`config.mk`:
```
export PLATFORM = sky130hd
export DESIGN_NAME = rpes_host_flat
export DESIGN_NICKNAME = d
export VERILOG_FILES = /design/src/rpes_pkg.sv /design/src/rpes_if.sv /design/src/rpes_host.sv /design/src/flat_wrapper.sv
export SDC_FILE = /design/constraint.sdc
export NUM_CORES = 1
export LEC_CHECK = 0
export BUFFER_PORTS_ARGS = -buffer_cell sky130_fd_sc_hd__buf_2
export CAP_MARGIN = 20
export CORE_ASPECT_RATIO = 1.5
export CORE_MARGIN = 5
export CORE_UTILIZATION = 56
export CTS_CLUSTER_SIZE = 12
export DETAILED_ROUTE_END_ITERATION = 10
export PLACE_DENSITY_LB_ADDON = 0.08
export RECOVER_POWER = 50
export SYNTH_ARGS = -nofsm -noshare
export SYNTH_HDL_FRONTEND = slang
export SYNTH_SLANG_ARGS = --single-unit
```
`constraint.sdc`:
```
create_clock -name clk -period 7.55 [get_ports clk]
set_input_delay 0.755 -clock clk [delete_from_list [all_inputs] [get_ports clk]]
set_output_delay 0.755 -clock clk [all_outputs]
set_load 0.03 [all_outputs]
```
`src/rpes_pkg.sv`:
```
// Shared constants for the radio power enable sequencer
package rpes_pkg;
    // Clock is 25 MHz; one millisecond is this many cycles
    localparam int unsigned CLK_HZ          = 25000000;
    localparam int unsigned MS_CYCLES       = (CLK_HZ + 999) / 1000;
    // Minimum host delays, in milliseconds
    localparam int unsigned OFF_GAP_MS      = 10;
    localparam int unsigned ACCESS_WAIT_MS  = 150;
    localparam int unsigned RADIO_HOLD_MS   = 100;
    // Longest power-on reset hold of the device, in milliseconds
    localparam int unsigned POR_MAX_MS      = 110;
    // Counter width covering the longest delay at the default rate
    localparam int unsigned CNT_W           = 32;
    localparam logic        EN_RESET_VAL    = 1'b0;
endpackage : rpes_pkg

```
`src/rpes_if.sv`:
```
// Enable pins and supply status between host sequencer and device
interface rpes_if;
    logic lan_power_enable;
    logic radio_power_enable;
    logic supplies_good;
    modport host (
        output lan_power_enable,
        output radio_power_enable,
        input  supplies_good
    );
    modport device (
        input  lan_power_enable,
        input  radio_power_enable,
        output supplies_good
    );
endinterface : rpes_if

```
`src/rpes_host.sv`:
```
// Host end: timed sequencing of the two power enables
// Notes on behaviour
// LAN section reset follows LAN enable
// Regulators on while either enable high
// Radio reset while only LAN enabled
// Wait 10 ms after both low
// Power-on reset ends within 110 ms
// Bus access 150 ms after supplies
// Radio enable rises no later than LAN
// Radio low only 100 ms after LAN
// All delays minimum, counters round up
// Enables low after reset, ms counts
module rpes_host #(
    parameter int unsigned MS_CYC = rpes_pkg::MS_CYCLES,
    parameter int unsigned OFF_MS = rpes_pkg::OFF_GAP_MS,
    parameter int unsigned ACC_MS = rpes_pkg::ACCESS_WAIT_MS,
    parameter int unsigned HOLD_MS = rpes_pkg::RADIO_HOLD_MS
) (
    input  wire logic clk,
    input  wire logic rst_n,
    rpes_if.host      pins,
    input  wire logic want_lan,
    input  wire logic want_radio,
    output logic      access_ok,
    output logic      busy
);
    typedef enum logic [2:0] {
        ST_OFF, ST_GAP, ST_RADIO_ONLY, ST_BOTH_HOLD, ST_BOTH, ST_LAN_ONLY
    } rpes_st_t;

    rpes_st_t    st_ff;
    rpes_st_t    nxt_st;
    logic        lan_ff;
    logic        radio_ff;
    logic        nxt_lan;
    logic        nxt_radio;
    logic [31:0] cyc_ff;
    logic [31:0] nxt_cyc;
    logic [31:0] gap_ms_ff;
    logic [31:0] nxt_gap_ms;
    logic [31:0] hold_ms_ff;
    logic [31:0] nxt_hold_ms;
    logic [31:0] acc_ms_ff;
    logic [31:0] nxt_acc_ms;
    logic        nxt_access_ok;
    logic        nxt_busy;
    logic        ms_tick;
    logic [1:0]  sup_sync_ff;
    logic        sup_ok;

    // Millisecond countdown shared by the gap and hold timers; stops at zero
    function automatic logic [31:0] ms_down(input logic [31:0] cnt, input logic tick);
        logic [31:0] res;
        res = cnt;
        if (tick && cnt != '0) begin
            res = cnt - 32'h1;
        end
        return res;
    endfunction : ms_down

    assign pins.lan_power_enable   = lan_ff;
    assign pins.radio_power_enable = radio_ff;
    assign sup_ok  = sup_sync_ff[1];
    // whole-millisecond tick
    assign ms_tick = (cyc_ff >= MS_CYC - 1);

    // Free-running divider; its tick paces every host timer
    always_comb begin
        nxt_cyc = ms_tick ? '0 : cyc_ff + 32'h1;
    end

    always_ff @(posedge clk) begin
        if (!rst_n) begin
            cyc_ff <= '0;
        end else begin
            cyc_ff <= nxt_cyc;
        end
    end

    always_comb begin
        nxt_st        = st_ff;
        nxt_lan       = lan_ff;
        nxt_radio     = radio_ff;
        nxt_gap_ms    = gap_ms_ff;
        nxt_hold_ms   = hold_ms_ff;
        nxt_acc_ms    = acc_ms_ff;
        nxt_access_ok = access_ok;
        // counts only on full ms, rounding up
        // Free-running tick phase costs up to one ms, hence the +1 loads
        nxt_gap_ms    = ms_down(gap_ms_ff, ms_tick);
        nxt_hold_ms   = ms_down(hold_ms_ff, ms_tick);
        // access gate after supplies
        if (!sup_ok) begin
            nxt_acc_ms    = ACC_MS + 1;
            nxt_access_ok = 1'b0;
        end else if (acc_ms_ff != '0) begin
            if (ms_tick) begin
                nxt_acc_ms = acc_ms_ff - 32'h1;
            end
        end else begin
            // Access also waits for LAN: the bus sits in that section
            nxt_access_ok = lan_ff;
        end
        unique case (st_ff)
            ST_OFF: begin
                // radio first, LAN with it
                // Radio rises even for a LAN-only request, so order holds
                if (want_radio || want_lan) begin
                    nxt_radio = 1'b1;
                    nxt_lan   = want_lan;
                    nxt_hold_ms = HOLD_MS + 1;
                    nxt_st    = want_lan ? ST_BOTH_HOLD : ST_RADIO_ONLY;
                end
            end
            ST_GAP: begin
                // discharge gap after both low
                if (gap_ms_ff == '0) begin
                    nxt_st = ST_OFF;
                end
            end
            ST_RADIO_ONLY: begin
                if (want_lan) begin
                    nxt_lan     = 1'b1;
                    nxt_hold_ms = HOLD_MS + 1;
                    nxt_st      = ST_BOTH_HOLD;
                end else if (!want_radio) begin
                    nxt_radio  = 1'b0;
                    nxt_gap_ms = OFF_MS + 1;
                    nxt_st     = ST_GAP;
                end
            end
            ST_BOTH_HOLD: begin
                // radio kept high 100 ms
                if (hold_ms_ff == '0) begin
                    nxt_st = ST_BOTH;
                end
            end
            ST_BOTH: begin
                if (!want_lan && !want_radio) begin
                    nxt_lan    = 1'b0;
                    nxt_radio  = 1'b0;
                    nxt_gap_ms = OFF_MS + 1;
                    nxt_st     = ST_GAP;
                end else if (!want_lan) begin
                    nxt_lan = 1'b0;
                    nxt_st  = ST_RADIO_ONLY;
                end else if (!want_radio) begin
                    nxt_radio = 1'b0;
                    nxt_st    = ST_LAN_ONLY;
                end
            end
            ST_LAN_ONLY: begin
                if (!want_lan) begin
                    nxt_lan    = 1'b0;
                    nxt_gap_ms = OFF_MS + 1;
                    nxt_st     = ST_GAP;
                end else if (want_radio) begin
                    // Radio may rise any time while LAN is up
                    nxt_radio = 1'b1;
                    nxt_st    = ST_BOTH;
                end
            end
            default: begin
                // Illegal codes fall back to off with enables kept
                nxt_st = ST_OFF;
            end
        endcase
        if (!nxt_lan) begin
            nxt_access_ok = 1'b0;
        end
        // Busy marks windows in which requests are ignored
        nxt_busy = (nxt_st == ST_GAP) || (nxt_st == ST_BOTH_HOLD);
    end

    always_ff @(posedge clk) begin
        // enables low after reset
        if (!rst_n) begin
            st_ff       <= ST_OFF;
            lan_ff      <= rpes_pkg::EN_RESET_VAL;
            radio_ff    <= rpes_pkg::EN_RESET_VAL;
            gap_ms_ff   <= '0;
            hold_ms_ff  <= '0;
            acc_ms_ff   <= '0;
            access_ok   <= 1'b0;
            busy        <= 1'b0;
        end else begin
            st_ff       <= nxt_st;
            lan_ff      <= nxt_lan;
            radio_ff    <= nxt_radio;
            gap_ms_ff   <= nxt_gap_ms;
            hold_ms_ff  <= nxt_hold_ms;
            acc_ms_ff   <= nxt_acc_ms;
            access_ok   <= nxt_access_ok;
            busy        <= nxt_busy;
        end
    end

    // Status comes over a pin, so it passes two flops first
    always_ff @(posedge clk) begin
        if (!rst_n) begin
            sup_sync_ff <= 2'h0;
        end else begin
            sup_sync_ff <= {sup_sync_ff[0], pins.supplies_good};
        end
    end
endmodule : rpes_host

```
`src/flat_wrapper.sv`:
```
// flat-port wrapper written by rule: the top's interface ports become plain ports
module rpes_host_flat 
#(
    parameter int unsigned MS_CYC = rpes_pkg::MS_CYCLES,
    parameter int unsigned OFF_MS = rpes_pkg::OFF_GAP_MS,
    parameter int unsigned ACC_MS = rpes_pkg::ACCESS_WAIT_MS,
    parameter int unsigned HOLD_MS = rpes_pkg::RADIO_HOLD_MS
)
  (clk, rst_n, want_lan, want_radio, access_ok, busy, pins_lan_power_enable, pins_radio_power_enable, pins_supplies_good);
  rpes_if pins_i ();
  input  wire logic clk;
  input  wire logic rst_n;
  input  wire logic want_lan;
  input  wire logic want_radio;
  output logic access_ok;
  output logic busy;
  output wire logic [$bits(pins_i.lan_power_enable)-1:0] pins_lan_power_enable;
  output wire logic [$bits(pins_i.radio_power_enable)-1:0] pins_radio_power_enable;
  input wire logic [$bits(pins_i.supplies_good)-1:0] pins_supplies_good;
  assign pins_lan_power_enable = pins_i.lan_power_enable;
  assign pins_radio_power_enable = pins_i.radio_power_enable;
  assign pins_i.supplies_good = pins_supplies_good;
  rpes_host #(.MS_CYC(MS_CYC), .OFF_MS(OFF_MS), .ACC_MS(ACC_MS), .HOLD_MS(HOLD_MS)) u_core (.clk(clk), .rst_n(rst_n), .pins(pins_i), .want_lan(want_lan), .want_radio(want_radio), .access_ok(access_ok), .busy(busy));
endmodule
```
# Word level (Yosys, flattened, before mapping)
# Index checks and enable logic that the tools add are counted.
# W data, S select, Z words.
dict set report op_classes {
  n_addsub 4
  magnitude_cmp 1
  eq_ne 14
  mux 38
  n_bitwise 1
  reduce_logical 20
}
# op count
set op_table {}
lappend op_table {{$mux W32} 8}
lappend op_table {{$pmux W32 S3} 1}
lappend op_table {{$reduce_bool A32 Y1} 3}
lappend op_table {{$sub A32 B1 Y32 const B} 3}
lappend op_table {{$logic_not A32 Y1} 2}
lappend op_table {{$pmux W32 S2} 1}
lappend op_table {{$add A32 B1 Y32 const B} 1}
lappend op_table {{$ge A32 B15 Y1 const B} 1}
lappend op_table {{$mux W3} 10}
lappend op_table {{$mux W8} 3}
lappend op_table {{$pmux W3 S6} 1}
lappend op_table {{$mux W1} 12}
lappend op_table {{$eq A3 B2 Y1 const B} 3}
lappend op_table {{$ne A2 B2 Y1 const B} 4}
lappend op_table {{$pmux W1 S4} 2}
lappend op_table {{$eq A3 B1 Y1 const B} 2}
lappend op_table {{$eq A3 B3 Y1 const B} 2}
lappend op_table {{$reduce_and A2 Y1} 3}
lappend op_table {{$reduce_and A6 Y1} 1}
lappend op_table {{$ne A2 B1 Y1 const B} 2}
lappend op_table {{$reduce_bool A4 Y1} 1}
lappend op_table {{$logic_and A1 B1 Y1} 3}
lappend op_table {{$logic_not A3 Y1} 1}
lappend op_table {{$ne A3 B2 Y1 const B} 1}
lappend op_table {{5 further kinds} 7}
dict set report word_totals {
  regBits 137
  input_bits 5
  out_inout_bits 4
  word_cells 89
}

# Logic depth before layout (Yosys ltp)
dict set report logic_depth {
  ltp_word 6
  depth_mapped 10
  mapped_depth_nobuf 8
}

# Worst setup path before layout
# No wires, ideal clock.
dict set report synth_path {
  path_kind {reg-to-reg}
  start {register u_core.acc_ms_ff[8]}
  end {register u_core.acc_ms_ff[15]}
  setup_time_ps 128
  arrival_ps 2402
  required_time_ps 7422
  setup_slack_ps 5021
  path_stages_with_launch 10
  n_path_buf 3
  period_less_slack_ps 2529
  cell_sequence {dfxtp_1 -> or4_4 -> or4_1 -> buf_2 -> or4_4 -> buf_6 -> nand3_2 -> buf_6 -> xor2_1 -> nor2_1}
}
dict set report synth_via {
  elab_chain_len 2
  word_cells_on_any_way 3
  cone_classes {1 x add/sub; 2 x reduce/logical}
}
# item line
set synth_rtl {}
lappend synth_rtl {{from (decl)} rpes_host.sv:43} ;# logic [31:0] acc_ms_ff;
lappend synth_rtl {{from (signal assigned)} rpes_host.sv:192} ;# acc_ms_ff <= nxt_acc_ms;
lappend synth_rtl {{parallel branches: the longest is 2 deep, another holds $sub A32 B1 Y32} n/a}
# Several ways; the timed one is not identified.
# A chain may end at the register's enable or synchronous reset.

# Worst setup path after layout
dict set report layout_path {
  start {register u_core.cyc_ff[0]}
  end {register u_core.acc_ms_ff[17]}
}
dict set report layout_via {
  elab_chain_len 2
}
# item line
set layout_rtl {}
lappend layout_rtl {{from (decl)} rpes_host.sv:37} ;# logic [31:0] cyc_ff;
lappend layout_rtl {{from (signal assigned)} rpes_host.sv:76} ;# cyc_ff <= nxt_cyc;
lappend layout_rtl {{$ge A32 B15 Y1} rpes_host.sv:65} ;# assign ms_tick = (cyc_ff >= MS_CYC - 1);
lappend layout_rtl {{$reduce_and A2 Y1 (no source line)} n/a}
# Every way passes these cells.

==> results.md <==
- Max Buffers Root-to-Sink: 2
- Vias/cell: between 5 and 6
- DR WL/cell: 14.9 um
- DRT met1 WL: between 5000 and 6000 um
- Post-DP HPWL: between 8000 and 9000 um
- CTS buffer count: 17
- Hold path depth: 1
- Setup tns final: 0 ns
- Crit share post-route: 59.4%
- Antenna cells: 0
- Commonest non-fill, non-tap cell in the layout: dfxtp_1
- Worst-path clk slew: 0.06 ns
- Count of cell types in the netlist: between 50 and 60
- Top cells by area, synth: dfxtp_1 (44%), nor2_1 (7.3%), xor2_1 (6.7%)
- Final worst slack: 3.06 ns
- Post-synth EDFFs: 0
- Drt pass-1 iters: 5
- Number of synthesis warnings: 0
- H-tree levels: 4
- DRT iter0 DRCs: 264
- Maximum fanout along the worst path: 48
- Syn_area_per_cell: around 8.5 um^2
- Pre-CTS WS: ~4.2 ns
- Worst-Skew Late Latency: 0.42 ns
- Arrival @ worst endpoint: between 4 and 5 ns
- Starting Density: a little under three fifths
- Root buffer cell: clkbuf_16
- Postcts setup bufs: 0
- Worst Hold Launch: u_core.sup_sync_ff[0]
- Largest net degree at the start of global routing: 49
- Slew HR: -54.3%
- First-pass GRT wire length: 22,900 um
- Post-cts resize count: 0
- Die X-Extent: 96.2 um
- CP max-delay cell: clkbuf_1
- Worst slew pin tran: 2.31 ns
- CTS sink count: 137
- Fin util: 63.7%
- Syn Inst Count: about 730
- RSZ-0062 raised after global routing: no
- Post-route DRC: 0
- Post-synth top area share: 44.0%
- R2R Setup Slk: 3.06 ns
- Hold Crit Class: register to register
- Hold_buf cts: 0
- Critical-path cell list: ha_1 -> a2111oi_0 -> nor4b_1 -> or3_1 -> clkbuf_1 -> nand3_2 -> o311ai_0 -> o41ai_1
- CTS tree: done
- Die height: 139 um
- Pwr Total: 3.01 mW
- Crit-path max cell delay: about 1.7 ns
- Peak VDD IR: 0.210 mV
- Setup violations, final: 0
- WHS: about 0.43 ns
- FF-to-FF End: u_core.acc_ms_ff[17]
- Syn-to-layout area delta: 12.3%
- Routed WL: 13,400 um
- Status: complete, but fails checks
- I/O pins: 9
- Commonest non-fill, non-tap cells in the layout: dfxtp_1 (137), nor2_1 (122), xor2_1 (48)
- Via count: 5,169
- Antenna-violating nets left: 0
- Nets@finish: 749
- Final Critical Period: 4.49 ns
- Max Cap Viol: 1
- Row Count: 47
- Antenna violations before repair: 0
- Routed wl met3: 374 um
- P_leak: 2.59 nW
- Max-slew violations: between 40 and 50
- Die area: 0.0134 mm^2
- Worst Skew: between 0.007 and 0.008 ns
- CP endpoint kind: register
- Hold endpoint: u_core.sup_sync_ff[1]
- Final Hold Fails: 0
- WS Path Type: register to register
- Layout cells sized above 1: 7.70%
- Cell Pwr Density: ~430 mW/mm^2
- WP data required: 7.83 ns
- Failing checks: max-capacitance violations, max-slew violations
- Ys flop type: dfxtp_1
- Sequential-to-total area share from yosys stat: 44.0%
- Reg2reg start: u_core.cyc_ff[0]
- Ys async rst share: 0%
- Synth area leader: dfxtp_1
- R2R depth: 8
- Top Metal Used: met4
- DR WL met2: 7060 um
- Vias in the first global route: 5,111
- GPL Wtd Cong: 0.835
- Synth Register Bits: 137
- F_max: 0.223 GHz
- Filler cells: between 900 and 1,000
- Global-route congestion overflow total: 0
- Netlist Area Pre-Place: 0.00623 mm^2
- Port Buffers: 8
- GRT Resource Usage Total: 21.0%
- Core area: 0.0110 mm^2
- Nature of the critical path startpoint: register
## routing by layer
layer  vias to the layer above  GRT usage (%)
li1                       2596              -
met1                      2463           24.3
met2                        87           36.1
met3                        23           4.59
met4                         0           9.37
met5                         -              0
## synth_stat cells (all sizes together), types with 10 or more instances
master	number
or3	16
clkbuf	32
xnor2	31
a21oi	32
dfxtp	137
nand4	24
and2	10
nor2	122
nand3	32
xor2	48
nor3	37
nand2	35
o21ai	17
inv	10
or4	21
nor4	28
## metrics by stage
stage / cell area [um^2] / std cells
finish: 7000 / 900
global route: 7000 / 900
CTS: 7020 / 899
detailed placement: 6380 / 867
global placement: 6380 / 867
floorplan: 6290 / 748
## registers in the layout, indices dropped and copies added (netlist names)
register                        count
u_core.sup_sync_ff                  2
u_core.pins.lan_power_enable        1
u_core.access_ok                    1
u_core.acc_ms_ff                   32
u_core.hold_ms_ff                  32
u_core.cyc_ff                      32
u_core.gap_ms_ff                   32
u_core.busy                         1
u_core.st_ff                        3
u_core.pins.radio_power_enable      1
## power breakdown
part	total [mW]	internal, mW	switching [mW]
clock network	0.878	0.580	0.298
logic	1.13	0.450	0.681
registers	1.00	0.864	0.138
total	3.01	1.90	1.12
## worst max-delay path by stage
stage / start / end / slack (ns) / depth (start not counted)
after CTS: u_core.gap_ms_ff[8] / u_core.gap_ms_ff[1] / 4.21 / 6
final: u_core.cyc_ff[0] / u_core.acc_ms_ff[17] / 3.06 / 8
after global placement: u_core.gap_ms_ff[8] / u_core.gap_ms_ff[1] / 4.35 / 6
after floorplan: u_core.acc_ms_ff[8] / u_core.acc_ms_ff[15] / 5.02 / 9
after detailed placement: u_core.gap_ms_ff[8] / u_core.gap_ms_ff[1] / 4.23 / 6
after global routing: u_core.cyc_ff[0] / u_core.acc_ms_ff[25] / 2.60 / 8
## cell families (layout without fill, tap and decap cells)
| logic type | after synthesis | in the layout | synth area share (%) |
|---|---|---|---|
| xor gates and xnor gates | 79 | 79 | 11.1 |
| AOI/OAI and AO/OA | 84 | 84 | 8.41 |
| buffers and inverters | 50 | 55 | 3.31 |
| adders and majority gates | 4 | 4 | 0.803 |
| and+or+nand+nor | 375 | 375 | 32.0 |
| other | 1 | 17 | 0.0601 |
| DFF | 137 | 137 | 44.0 |
| muxes | 2 | 2 | 0.321 |
## area by class of cell
type / count / area, um^2 / area share (%)
Clock buffer: 26 / 529 / 7.56
Sequential cell: 137 / 2740 / 39.2
Multi-Input combinational cell: 561 / 3350 / 47.8
Tap cell: 147 / 184 / 2.63
Inverter: 10 / 37.5 / 0.536
Clock inverter: 6 / 108 / 1.54
Timing Repair Buffer: 13 / 56.3 / 0.804
## worst max-delay path, delay by kind of cell, from the launching register on
family          cells  cell delay [ns]
buf+inv             1             1.65
simple gates        3             1.27
compound gates      3             0.82
flops               1             0.38
fa+ha+maj           1             0.23
(Power assumes the default switching activity.)
